[config.mk]
export PLATFORM = sky130hd
export DESIGN_NAME = rtc_unit
export DESIGN_NICKNAME = d
export VERILOG_FILES = /design/src/design/rtc_pkg.sv /design/src/design/rtc_alu_if.sv /design/src/design/rtc_unit.sv /design/src/design/rtc_rotator.sv
export SDC_FILE = /design/constraint.sdc
export NUM_CORES = 1
export LEC_CHECK = 0
export ABC_CLOCK_PERIOD_IN_PS = 6200
export BUFFER_PORTS_ARGS = -buffer_cell sky130_fd_sc_hd__buf_2
export CAP_MARGIN = 20
export CORE_MARGIN = 5
export CORE_UTILIZATION = 47
export DETAILED_ROUTE_END_ITERATION = 10
export PLACE_DENSITY = 0.76
export SYNTH_ARGS = -nofsm -noshare
export SYNTH_HDL_FRONTEND = slang
export SYNTH_SLANG_ARGS = --single-unit
[constraint.sdc]
create_clock -name sys_clk -period 6.2 [get_ports sys_clk]
set_clock_uncertainty 0.05 [all_clocks]
set_input_delay 1.55 -clock sys_clk [delete_from_list [all_inputs] [get_ports sys_clk]]
set_output_delay 1.55 -clock sys_clk [all_outputs]
set_load 0.03 [all_outputs]
[src/design/rtc_pkg.sv]
package rtc_pkg;
  localparam logic [7:0] OP_LEFT_MEM_EXT = 8'h75;
  localparam logic [7:0] OP_LEFT_MEM_IDX = 8'h65;
  localparam logic [7:0] OP_RIGHT_MEM_EXT = 8'h76;
  localparam logic [7:0] OP_RIGHT_MEM_IDX = 8'h66;
  localparam logic [7:0] OP_LEFT_A = 8'h45;
  localparam logic [7:0] OP_LEFT_B = 8'h55;
  localparam logic [7:0] OP_RIGHT_A = 8'h46;
  localparam logic [7:0] OP_RIGHT_B = 8'h56;
  localparam int FLG_C = 0;
  localparam int FLG_V = 1;
  localparam int FLG_Z = 2;
  localparam int FLG_N = 3;
  localparam logic [7:0] FLAGS_RST = 8'hd0;
  localparam logic [7:0] ACC_RST = 8'h00;
  localparam logic [15:0] ADDR_RST = 16'h0000;
  typedef enum logic [1:0] {RTC_SRC_A, RTC_SRC_B, RTC_SRC_MEM} rtc_src_e;
endpackage

[src/design/rtc_alu_if.sv]
`timescale 1ns/100ps
`default_nettype none
interface rtc_alu_if;
  logic [7:0] operand;
  logic dir_right;
  logic carry_in;
  logic [7:0] result;
  logic carry_out;
  logic neg_out;
  logic zero_out;
  logic ovf_out;
  modport core (output operand, output dir_right, output carry_in,
    input result, input carry_out, input neg_out, input zero_out, input ovf_out);
  modport alu (input operand, input dir_right, input carry_in,
    output result, output carry_out, output neg_out, output zero_out, output ovf_out);
endinterface
`default_nettype wire

[src/design/rtc_unit.sv]
// Operation
// (RULE1) Left rotate: shift up, carry into bit 0.
// (RULE2) Left rotate: carry takes old bit 7.
// (RULE3) Right rotate: shift down, carry into bit 7.
// (RULE4) Right rotate: carry takes old bit 0.
// (RULE5) Negative flag equals result bit 7.
// (RULE6) Zero flag set when result is zero.
// (RULE7) Overflow flag is negative XOR carry.
// (RULE8) Opcodes 75/65 rotate memory byte left.
// (RULE9) Opcodes 76/66 rotate memory byte right.
// (RULE10) Opcode 45 rotates accumulator A left.
// (RULE11) Opcode 55 rotates accumulator B left.
// (RULE12) Opcode 46 rotates accumulator A right.
// (RULE13) Opcode 56 rotates accumulator B right.
// (RULE14) Carry persists between consecutive rotates.
// (RULE15) Other flag register bits stay unchanged.
// (RULE16) Memory operand: read, rotate, write back.
`timescale 1ns/100ps
`default_nettype none
module rtc_unit
  import rtc_pkg::*;
(
  input wire logic sys_clk,
  input wire logic rst,
  input wire logic clk_en,
  input wire logic op_valid,
  input wire logic [7:0] op_code,
  input wire logic [15:0] op_addr,
  output logic op_ready,
  output logic op_done,
  input wire logic flag_load,
  input wire logic [7:0] flag_load_value,
  input wire logic acc_a_load,
  input wire logic acc_b_load,
  input wire logic [7:0] acc_load_value,
  output logic [7:0] acc_a,
  output logic [7:0] acc_b,
  output logic [7:0] flag_register,
  output logic illegal_op,
  output logic mem_rd,
  output logic mem_wr,
  output logic [15:0] mem_addr,
  output logic [7:0] mem_wdata,
  input wire logic [7:0] mem_rdata,
  input wire logic mem_ack
);
  typedef enum logic [1:0] {RTC_IDLE, RTC_READ, RTC_WRITE} rtc_state_e;
  typedef struct packed {
    rtc_state_e state;
    logic dir_right;
    logic done;
    logic illegal;
    logic rd;
    logic wr;
    logic [15:0] addr;
    logic [7:0] wdata;
    logic [7:0] acc_a;
    logic [7:0] acc_b;
    logic [7:0] flags;
  } rtc_regs_s;

  rtc_regs_s r;
  rtc_regs_s next_r;
  rtc_alu_if alu_bus ();

  rtc_rotator u_rot (
    .alu(alu_bus)
  );

  // Decodes one opcode into operand source, direction and legality.
  function automatic logic [3:0] rtc_decode(input logic [7:0] op);
    case (op)
      OP_LEFT_MEM_EXT, OP_LEFT_MEM_IDX: rtc_decode = {1'b1, 1'b0, RTC_SRC_MEM}; // RULE8
      OP_RIGHT_MEM_EXT, OP_RIGHT_MEM_IDX: rtc_decode = {1'b1, 1'b1, RTC_SRC_MEM}; // RULE9
      OP_LEFT_A: rtc_decode = {1'b1, 1'b0, RTC_SRC_A}; // RULE10
      OP_LEFT_B: rtc_decode = {1'b1, 1'b0, RTC_SRC_B}; // RULE11
      OP_RIGHT_A: rtc_decode = {1'b1, 1'b1, RTC_SRC_A}; // RULE12
      OP_RIGHT_B: rtc_decode = {1'b1, 1'b1, RTC_SRC_B}; // RULE13
      default: rtc_decode = 4'h0;
    endcase
  endfunction

  logic [3:0] dec;
  logic dec_ok;
  logic dec_right;
  rtc_src_e dec_src;
  logic take;

  assign dec = rtc_decode(op_code);
  assign dec_ok = dec[3];
  assign dec_right = dec[2];
  assign dec_src = rtc_src_e'(dec[1:0]);
  assign op_ready = (r.state == RTC_IDLE);
  assign take = clk_en && op_valid && op_ready;

  // The rotator is shared by accumulator and memory paths; only one runs per cycle.
  always_comb begin
    alu_bus.carry_in = r.flags[FLG_C]; // RULE14
    if (r.state == RTC_READ) begin
      alu_bus.operand = mem_rdata;
      alu_bus.dir_right = r.dir_right;
    end else begin
      alu_bus.operand = (dec_src == RTC_SRC_B) ? r.acc_b : r.acc_a;
      alu_bus.dir_right = dec_right;
    end
  end

  // Applies the four arithmetic flags and leaves S, X, H and I alone.
  function automatic logic [7:0] rtc_flags(input logic [7:0] f, input logic n,
      input logic z, input logic v, input logic c);
    logic [7:0] o;
    o = f; // RULE15
    o[FLG_N] = n;
    o[FLG_Z] = z;
    o[FLG_V] = v;
    o[FLG_C] = c;
    rtc_flags = o;
  endfunction

  always_comb begin
    next_r = r;
    next_r.done = 1'b0;
    if (flag_load) begin
      next_r.flags = flag_load_value;
    end
    if (acc_a_load) begin
      next_r.acc_a = acc_load_value;
    end
    if (acc_b_load) begin
      next_r.acc_b = acc_load_value;
    end
    case (r.state)
      RTC_IDLE: begin
        if (take) begin
          next_r.illegal = !dec_ok;
          if (!dec_ok) begin
            next_r.done = 1'b1;
          end else if (dec_src == RTC_SRC_MEM) begin
            next_r.state = RTC_READ; // RULE16
            next_r.dir_right = dec_right;
            next_r.addr = op_addr;
            next_r.rd = 1'b1;
          end else begin
            next_r.flags = rtc_flags(r.flags, alu_bus.neg_out, alu_bus.zero_out,
              alu_bus.ovf_out, alu_bus.carry_out);
            if (dec_src == RTC_SRC_A) begin
              next_r.acc_a = alu_bus.result; // RULE10
            end else begin
              next_r.acc_b = alu_bus.result; // RULE11
            end
            next_r.done = 1'b1;
          end
        end
      end
      RTC_READ: begin
        if (mem_ack) begin
          next_r.rd = 1'b0;
          next_r.wr = 1'b1;
          next_r.wdata = alu_bus.result; // RULE16
          next_r.flags = rtc_flags(r.flags, alu_bus.neg_out, alu_bus.zero_out,
            alu_bus.ovf_out, alu_bus.carry_out);
          next_r.state = RTC_WRITE;
        end
      end
      RTC_WRITE: begin
        if (mem_ack) begin
          next_r.wr = 1'b0;
          next_r.done = 1'b1;
          next_r.state = RTC_IDLE;
        end
      end
      default: next_r.state = RTC_IDLE;
    endcase
  end

  always_ff @(posedge sys_clk or posedge rst) begin
    if (rst) begin
      r <= '{state: RTC_IDLE, dir_right: 1'b0, done: 1'b0, illegal: 1'b0, rd: 1'b0,
        wr: 1'b0, addr: ADDR_RST, wdata: ACC_RST, acc_a: ACC_RST, acc_b: ACC_RST,
        flags: FLAGS_RST};
    end else if (clk_en) begin
      r <= next_r;
    end
  end

  assign op_done = r.done;
  assign illegal_op = r.illegal;
  assign mem_rd = r.rd;
  assign mem_wr = r.wr;
  assign mem_addr = r.addr;
  assign mem_wdata = r.wdata;
  assign acc_a = r.acc_a;
  assign acc_b = r.acc_b;
  assign flag_register = r.flags;
endmodule
`default_nettype wire

[src/design/rtc_rotator.sv]
`timescale 1ns/100ps
`default_nettype none
module rtc_rotator
  import rtc_pkg::*;
(
  rtc_alu_if.alu alu
);
  always_comb begin
    if (alu.dir_right) begin
      alu.result = {alu.carry_in, alu.operand[7:1]}; // RULE3
      alu.carry_out = alu.operand[0]; // RULE4
    end else begin
      alu.result = {alu.operand[6:0], alu.carry_in}; // RULE1
      alu.carry_out = alu.operand[7]; // RULE2
    end
    alu.neg_out = alu.result[7]; // RULE5
    alu.zero_out = (alu.result == 8'h00); // RULE6
    alu.ovf_out = alu.neg_out ^ alu.carry_out; // RULE7
  end
endmodule
`default_nettype wire

-- After elaboration in Yosys (flattened, before gate mapping)
Index checks and enable logic that the tools add are counted.
- bits of input ports: 56
- word-level logic and storage cells: 82
- register bits after elaboration: 55
- multiplexer cells: 33
- reduce and logical (&&, ||, !) cells: 17
- bitwise gates (word level): 1
- eq/ne operators: 19
- operator list (operator ; count):
    24-bit two-way mux ; 3
    8-bit two-way mux ; 9
    8-bit by 7-bit equality test with 1-bit output, second input constant ; 8
    4-bit case mux with 6 select lines ; 1
    16-bit two-way mux ; 1
    8-bit case mux with 2 select lines ; 1
    6-bit AND reduction ; 2
    3-bit AND reduction ; 3
    8-bit logical NOT ; 1
    1-bit two-way mux ; 8
    2-bit two-way mux ; 3
    3-bit two-way mux ; 2
    6-bit two-way mux ; 1
    2-bit by 1-bit != test with 1-bit output, second input constant ; 3
    2-bit != test, second input constant ; 3
    1-bit case mux with 2 select lines ; 3
    2-bit case mux with 3 select lines ; 1
    5-bit AND reduction ; 1
    2-bit by 1-bit equality test with 1-bit output, second input constant ; 2
    2-bit equality test, second input constant ; 2
    2-bit logical NOT ; 2
    4-bit by 3-bit != test with 1-bit output, second input constant ; 1
    4-bit AND reduction ; 1
    2-bit nonzero test ; 2
    other kinds (4) ; 6

-- Depth between registers and ports, before layout
Gate-level depths: netlist (run 1).
- word-level depth: 12
- mapped depth: 8
- depth with buffers taken out: 6

-- Cells and area by module
Synthesis (run 1) repeated with hierarchy kept, for this count alone.
- cells, all modules: 305
- area total of the unflattened synthesis: 3196.8 µm²
- modules (own cells, without submodules) (module ; times used ; area an instance (µm²) ; seq. area each (µm²) ; cells each):
    rtc_unit ; 1 ; 3040.4 ; 1380.1 ; 286
    rtc_rotator ; 1 ; 156.4 ; 0.0 ; 19

-- Least setup slack after synthesis (run 1)
OpenSTA, ideal clock, no wires.
- path type: input to register
- start: input op_code[3]
- end: register r, in the netlist flag_register[1]
- required time: 6024 ps
- buffers on the path: 1
- arrival: 3060 ps
- path slack: 2964 ps
- stages on the path: 7
- cell sequence: nor4bb_1 buf_2 nand3_4 mux2_4 a211oi_4 xnor2_1 o311a_1
- cells in the longest elaborated chain, start to end: 12
- RTL lines (item ; RTL line ; RTL):
    start: declaration ; rtc_unit.sv:27 ; input wire logic [7:0] op_code,
    8-bit by 7-bit equality test with 1-bit output ; rtc_unit.sv:72 ; case (op)
    2-bit OR reduction ; rtc_unit.sv:72 ;
    4-bit case mux with 6 select lines * ; rtc_unit.sv:72 ;
    2-bit by 1-bit equality test with 1-bit output ; rtc_unit.sv:103 ; alu_bus.operand = (dec_src == RTC_SRC_B) ? r.acc_b : r.acc_a;
    8-bit two-way mux ; rtc_unit.sv:103 ;
    8-bit two-way mux ; rtc_unit.sv:99 ; if (r.state == RTC_READ) begin
    8-bit two-way mux / 1-bit two-way mux (equally long branches) ; rtc_rotator.sv:9 ; if (alu.dir_right) begin
    1-bit bitwise XOR ; rtc_rotator.sv:18 ; alu.ovf_out = alu.neg_out ^ alu.carry_out;
    24-bit two-way mux ; rtc_unit.sv:138 ; end else if (dec_src == RTC_SRC_MEM) begin
    24-bit two-way mux ; rtc_unit.sv:136 ; if (!dec_ok) begin
    24-bit two-way mux ; rtc_unit.sv:134 ; if (take) begin
    8-bit case mux with 2 select lines * ; rtc_unit.sv:132 ; case (r.state)
    end signal: assignment ; rtc_unit.sv:178 ; r <= '{state: RTC_IDLE, dir_right: 1'b0, done: 1'b0, illegal: 1'b0, rd: 1'b0,
    end signal: assignment ; rtc_unit.sv:182 ; r <= next_r;
    end: declaration ; rtc_unit.sv:62 ; rtc_regs_s r;
Every way passes the cells marked *; elsewhere a longest branch is shown, timed or not. The select of a mux whose other input is x is not followed.
A chain may end at the register's enable or synchronous reset.

-- Worst setup path in the final report (run 1)
- start: input op_code[7]
- end: register r, in the netlist mem_addr[12]
- cells in the longest elaborated chain, start to end: 5
- RTL lines (item ; RTL line):
    8-bit by 7-bit equality test with 1-bit output ; rtc_unit.sv:72
    2-bit OR reduction ; rtc_unit.sv:72
    4-bit case mux with 6 select lines * ; rtc_unit.sv:72
    2-bit equality test ; rtc_unit.sv:138
    5-bit AND reduction (no source line) * ; --
Every way passes the cells marked *; elsewhere a longest branch is shown, timed or not.

==> out/results.txt, run 1 <==
In this run, CTS created clock tree buffers numbering 5. The logs give 1 for the number of antenna violations at the first check in global routing and 0.871 for the final weighted congestion of routability-driven global placement. After clock tree synthesis, the flow added hold-fix buffers numbering 0.

The average footprint of a synthesized cell is 10.2 um^2. Worst reg2reg path endpoint: flag_register[2]. No sink is reached through more buffers than the 2 on the longest clock path. Setup repair after global routing left no endpoint under its margin.

The first-pass GRT wire length was 12300 um; the number of vias per cell was 5.67. The largest net degree at the start of global routing is 43. The cell accounting for the most synthesized area is dfrtp_1. Synthesis produced 311 cells. Summed over all layers, the routed wires come to 7710 um. The synthesized design contains 55 register bits.

The worst-case setup slack after placement came out at 2.35 ns. The clock latency at the later pin of the worst-skew pair was 0.31 ns. The run gives 0.00668 mm^2 as the core region area. The leakage component of the power is 0.00172 uW.

The category of cells accounting for the largest share of critical-path delay is simple AND/OR/NAND/NOR gates. In the final timing run, aggregate negative setup slack is 0 ns. dfrtp_1 is the most common cell in the netlist. The async set or reset register ratio after synthesis works out to 100%. The number of detailed-route iterations in the first pass was 5; the total of endpoints with negative setup slack in the final report was 0. The critical path's slowest cell was nand3_1. For the number of nets produced by synthesis, the log shows 367. For this design, the sink count on the clock tree is 55. The number of synthesized flops with an enable pin works out to 0. For this run, the top clock speed supported by timing is 0.289 GHz.

Counting buffers and inverters, the worst setup path is 5 cells deep. Overall power consumption after layout is estimated at 908 uW. Maximum vdd drop: 0.000125 V.

The worst min-delay path category was reg2reg. The number of hold violations in the final report was 0; the number of distinct standard cells referenced by the synthesized netlist was 58. The reg-to-reg startpoint was r[54].

The root buffer cell chosen for the clock tree is clkbuf_8. Reg2reg setup slack: 3.64 ns. The worst stage delay on the critical path was 0.65 ns.

The antenna diode instance count is 0, and the die outline width is 92.1 um. Sorting the synthesized cells by how often they occur yields dfrtp_1 (52), buf_4 (48), a21oi_1 (21), mux2_2 (21), nand2_1 (21). The critical path is of the in2reg type. Max-cap violations in this run came to 0. Once the clock tree was built, the resizer swapped 0 gates to a different size. Summing the sequential cell areas from Yosys gives 43.5% of the chip area. The via count of the first global-routing pass came out at 2478. The full die area was 0.00849 mm^2; the wire length per cell was 17.2 um.

The worst setup path is captured at a flip-flop. The fraction of synthesized cell area taken by the top area cell type was 41.1%; the time the worst path needs with I/O delays and setup was 3.47 ns. The most critical setup path has its startpoint at op_code[7]. TritonCTS built the clock tree. After clock tree synthesis, the clock-pin slew on the worst setup and hold paths is 0.09 ns. Once detailed placement completed, the half-perimeter wirelength came to 6050 um.

For the worst setup path, the data arrival time is 3.61 ns. The count of port buffers added during placement was 108; the summed instance area of the synthesized netlist was 0.00317 mm^2. The Yosys step of the flow raised 0 warnings.

STA classifies the critical path startpoint as a primary input. The area growth from synthesis to final layout works out to 11.1%. Counting cells, the worst reg-to-reg path comes to 6. Share of the clock period used by the worst path: 55.9%. The flow ran to the end, and the final reports show no timing, DRC or antenna violations. The logs give 0.00342 mm^2 for the post-placement cell area and 30 for the standard-cell row count. The max-slew headroom at the worst pin is 41.6%, and the number of violations reported at the end of detailed-routing iteration 0 is 174. The fraction of layout instances using a drive strength above 1 works out to 41.3%.

Along the worst path, the maximum fanout reaches 20. The final route contains 2539 vias. For this run the aggregate overflow at the end of global routing stands at 0.

For the pin with the worst max-slew slack, the measured transition is 0.873 ns. The power density normalized to cell area is 258 mW/mm^2, and the final instance area is 0.00352 mm^2. Sorting the synthesized cells by area gives the leading types as dfrtp_1 (41%), buf_4 (11%), mux2_2 (7.5%).

The total buffers and inverters traversed by the critical path was 1. The tools report the number of slew-limit violations in the final report as 0. The capture point of the worst path is mem_addr[12]. The post-route antenna net violation count was 0; the layout net count was 423. Among all flip-flop cells after synthesis, the most frequent one is dfrtp_1. After layout, the worst setup slack is 2.73 ns.

109 I/O pins were placed. For this run, design rule violations remaining after detail routing come to 0. Starting utilization of the core area: 47.4%. The critical path goes through buf_2 > nand4bb_1 > nor2_1 > nand3_1 > mux2_2. At the worst endpoint, the required time is 6.34 ns.

The clock tree synthesis step divided the H-tree into 2 levels. The die is 92.1 um tall. Global routing used 18.2% of the available tracks across all layers. Buffers added to address setup during post-CTS repair amount to 0.
[cells by family (layout without fill, tap and decap cells)]
family | count (synthesis) | count (layout) | share of synthesized area (%)
compound gates | 80 | 80 | 17.1
mux | 32 | 32 | 11.3
buf+inv | 65 | 122 | 13.6
simple gates | 76 | 76 | 13.4
flops | 55 | 55 | 43.5
xor+xnor | 3 | 3 | 1.07
[area by class of cell]
type,instances,area [um^2]
clock buffer,8,100
inverter,4,15.0
multi-input combinational,191,1360
timing repair buffer,110,568
tap,80,100
fill,644,3160
sequential,55,1380
[per-layer routing]
layer  wire length (um)  global-route usage, %
met1               3280                   23.4
met2               3520                   28.6
met3                701                   5.91
met4                196                   6.56
met5                 13                      0
[where the power goes]
group	switching, uW	internal, uW
Combinational	174	90.1
Sequential	27.9	402
Clock	112	102
Total	314	594
[worst min-delay path by stage]
stage | from | end | depth (start not counted)
3_3_place_gp | mem_wdata[4] | mem_wdata[4] | 2
2_1_floorplan | mem_wdata[0] | mem_wdata[0] | 2
3_5_place_dp | flag_register[5] | flag_register[5] | 1
6_report | flag_register[5] | flag_register[5] | 1
4_1_cts | flag_register[5] | flag_register[5] | 1
5_1_grt | mem_addr[4] | mem_addr[4] | 1
[per-stage QoR]
| stage | hold WS [ns] | utilization, % | instances |
|---|---|---|---|
| 2_1_floorplan | 0.401 | - | 311 |
| 4_1_cts | 0.446 | 52.7 | 448 |
| 3_5_place_dp | 0.424 | 51.2 | 440 |
| 6_report | 0.436 | 52.7 | 448 |
| 3_3_place_gp | 0.406 | 50.9 | 439 |
| 5_1_grt | 0.476 | 52.7 | 448 |
[flip-flops by register name, indices dropped and copies added, names as in the netlist]
name	flops
r	3
acc_a	8
mem_addr	16
flag_register	8
mem_rd	1
mem_wdata	8
op_done	1
illegal_op	1
mem_wr	1
acc_b	8
[worst reg2reg max path, cell delays in order, from the launching register on]
cell and delay (ns):
dfrtp_1 0.45, nand2b_1 0.41, a31oi_2 0.64, nor2b_1 0.12, a22oi_2 0.24, or4b_1 0.46
o21ai_1 0.12
[layout by cell type, fill, tap and decap left out, types with 2 or more instances in the layout]
master / n
o21ai_1: 3
mux2i_1: 6
nand2b_1: 7
inv_1: 3
nor2b_1: 8
o22ai_1: 14
o31ai_1: 4
buf_2: 108
o21a_1: 2
clkbuf_8: 7
dfrtp_1: 52
mux2_1: 4
a221oi_1: 3
o21ai_0: 7
nand2_1: 21
a21oi_1: 21
and2_1: 2
nor2_1: 18
xnor2_1: 2
o311ai_0: 2
o211ai_1: 2
a31oi_1: 3
o2bb2ai_1: 2
nand4_1: 2
mux2_2: 21
dfstp_2: 3
nand3_1: 5
a211oi_1: 4
Note: power is estimated with default switching activity, not from simulation.
==> run 2, diff against run 1 <==
--- a/config.mk
+++ b/config.mk
@@ -5,13 +5,13 @@
 export SDC_FILE = /design/constraint.sdc
 export NUM_CORES = 1
 export LEC_CHECK = 0
-export ABC_CLOCK_PERIOD_IN_PS = 6200
+export ABC_CLOCK_PERIOD_IN_PS = 3000
 export BUFFER_PORTS_ARGS = -buffer_cell sky130_fd_sc_hd__buf_2
 export CAP_MARGIN = 20
 export CORE_MARGIN = 5
-export CORE_UTILIZATION = 47
+export CORE_UTILIZATION = 46
 export DETAILED_ROUTE_END_ITERATION = 10
-export PLACE_DENSITY = 0.76
+export PLACE_DENSITY = 0.77
 export SYNTH_ARGS = -nofsm -noshare
 export SYNTH_HDL_FRONTEND = slang
 export SYNTH_SLANG_ARGS = --single-unit
==> constraint.sdc (replaced) <==
create_clock -name sys_clk -period 3 [get_ports sys_clk]
set_clock_uncertainty 0.05 [all_clocks]
set_input_delay 0.75 -clock sys_clk [delete_from_list [all_inputs] [get_ports sys_clk]]
set_output_delay 0.75 -clock sys_clk [all_outputs]
set_load 0.03 [all_outputs]
==> run 2 against run 1 <==
Final cell count rose by 1.8%. Largest cell class unchanged. Total power rose by 110%. Non-clock buffer count grew 8. Die area increased by 1.9%.
==> out/results.txt, run 2 (synthesis results as in run 1) <==
The flow ran to the end, and the final reports show no timing, DRC or antenna violations. The via count of the first global-routing pass came out at 2567 (was 2478). The kind of end point of the critical path is a flip-flop (unchanged). The global route total overflow was 0 (unchanged).

Timing would allow up to 0.395 GHz. The starting utilization of the core area came out at 46.9% (was 47.4%). The full die area came out at 0.00865 mm^2 (was 0.00849 mm^2).

The most common library cell in the layout ignoring fill and taps is buf_2 (unchanged). The run gives 2 (unchanged) as the deepest level of the CTS H-tree. The worst min-delay path category is in2async (was reg2reg). The standard-cell row count is 30 (unchanged), and the count of buffers added by post-CTS timing repair for setup is 0 (unchanged). For the core region area, the log shows 0.00676 mm^2 (was 0.00668 mm^2). The number of antenna violations at the first check in global routing was 0 (was 1). Power density normalized to cell area: 526 mW/mm^2 (was 258 mW/mm^2). The logs give 0 (unchanged) for the number of slew-limit violations in the final report and 431 (was 423) for the layout net count. Number of flip-flops in the largest register: 16 (unchanged). The number of max-cap violations came out at 0 (unchanged). The die extent in y came out at 93.0 um (was 92.1 um).

The fraction of layout instances using a drive strength above 1 works out to 42.8% (was 41.3%). After layout, the minimum clock period comes to 2.53 ns. The sink count of the clock tree was 55 (unchanged). The clock root buffer was clkbuf_8 (unchanged). The number of CTS-inserted buffers is 5 (unchanged), and the total via count in the routed design is 2503 (was 2539). Setup repair after global routing left no endpoint under its margin.

The run gives 0.941 (was 0.871) as the final weighted congestion of routability-driven global placement. The setup TNS is 0 ns (unchanged). The number of violations reported at the end of detailed-routing iteration 0 is 103 (was 174). The tools report the total power consumption of the routed design as 1870 uW (was 908 uW). The run gives 0.468 ns (was 2.73 ns) as the minimum setup slack in the final design. The count of port buffers added during placement came out at 108 (unchanged).

The kind of start point of the critical path is a primary input (unchanged). The detailed-placement wirelength estimate is 6420 um (was 6050 um). The reg2reg setup slack was 0.50 ns (was 3.64 ns); the number of remaining DRC errors was 0 (unchanged).

Number of buffers between clock root and the deepest sink: 2 (unchanged). The critical path start-end classification is in2reg (unchanged). Most used cells in the layout excluding fill and tap cells: buf_2 (108), dfrtp_1 (52), mux2_2 (21), nand2_1 (21), a21oi_1 (21) (unchanged).

Number of detailed-route iterations in the first pass: 4 (was 5). The worst-case setup slack after placement was 0.181 ns (was 2.35 ns); the share of the clock period used by the worst path was 84.4%. The run gives 33 (was 43) as the largest net degree at the start of global routing.

The run gives 0 (unchanged) as the count of cells resized by post-cts repair. The tools report the number of ports placed on the die boundary as 109 (unchanged). Global router's overall resource usage: 19.1% (was 18.2%).

The tools report the max-slew headroom at the worst pin as 54.6% (was 41.6%). The measured slew at the worst slew-check pin was 0.677 ns (was 0.873 ns). The area growth from synthesis to final layout came out at 12.5% (was 11.1%). The run gives 0.31 ns (about the same) as the clock latency at the later pin of the worst-skew pair. The wire length per cell works out to 17.7 um (was 17.2 um).

Number of vias per cell: 5.49 (was 5.67). The data arrival time of the worst path is 2.72 ns (was 3.61 ns), and the total wire length after detailed routing is 8070 um (was 7710 um). The worst-path maximum fanout was 7 (was 20). The die outline width was 93.0 um (was 92.1 um); the leakage component of the power was 0.00175 uW (was 0.00172 uW).

TritonCTS built the clock tree. CTS clock-pin slew for the worst setup and hold paths: 0.11 ns (was 0.09 ns). Maximum vdd drop: 0.000199 V (was 0.000125 V). The antenna diode instance count is 0 (unchanged), and the data required time of the worst path is 3.19 ns (was 6.34 ns). The quantity of hold-fixing buffers added after cts is 0 (unchanged). The tools report the total of endpoints with negative setup slack in the final report as 0 (unchanged).

The first-pass GRT wire length was 13000 um (was 12300 um); the post-route antenna net violation count was 0 (unchanged). The number of hold violations in the final report came out at 0 (unchanged).
==> run 2: changes by cell type in the layout (fill, tap and decap cells not counted), sizes merged <==
cell      change
clkinvlp      +1
clkinv        +1
clkbuf        -3
buf           +8
inv           +1
==> run 2: per-stage QoR <==
| step | hold WS, ns | utilization (%) | area (um^2) | cells |
|---|---|---|---|---|
| floorplan | 0.401 | - | 3170 | 311 |
| global placement | 0.412 | 51.3 | 3470 | 448 |
| detailed placement | 0.416 | 51.3 | 3470 | 448 |
| CTS | 0.406 | 52.8 | 3560 | 456 |
| global route | 0.418 | 52.8 | 3560 | 456 |
| finish | 0.405 | 52.8 | 3560 | 456 |
==> run 2: path summary, 6_finish.rpt <==
check / depth (start not counted) / to / from
hold / removal: 3 / mem_addr[10] / rst
min in group sys_clk: 2 / mem_wdata[0] / mem_wdata[0]
setup reg to reg: 5 / acc_a[5] / r[53]
hold reg to reg: 2 / mem_wdata[0] / mem_wdata[0]
max in group asynchronous: 3 / op_done / rst
setup / recovery: 7 / acc_b[1] / op_code[1]
==> run 2: final cells by class <==
cell class	instances	area [um^2]
multi-input combinational	191	1360
fill	612	3190
inverter	4	15.0
tap	80	100
timing repair buffer	118	616
clock inverter	3	27.5
clock buffer	5	68.8
sequential	55	1380
==> run 2: metal layers <==
| layer | vias to the layer above | GRT usage [%] | wire (um) |
|---|---|---|---|
| met1 | 1171 | 24.7 | 3420 |
| met2 | 118 | 31.0 | 3740 |
| met5 | - | 0 | 0 |
| li1 | 1196 | - | - |
| met4 | 0 | 6.47 | 193 |
| met3 | 18 | 5.07 | 715 |
==> run 2: worst max-delay path: stages <==
cell	delay [ns]
buf_2	0.13
xnor2_1	0.56
o31ai_1	0.18
and2_1	0.19
a221oi_1	0.55
o22ai_1	0.18
a21oi_1	0.18
==> run 2: power by group <==
part | total (uW) | switching [uW] | internal (uW)
registers | 892 | 61.4 | 831
logic | 550 | 361 | 189
clock network | 432 | 260 | 172
total | 1870 | 682 | 1190
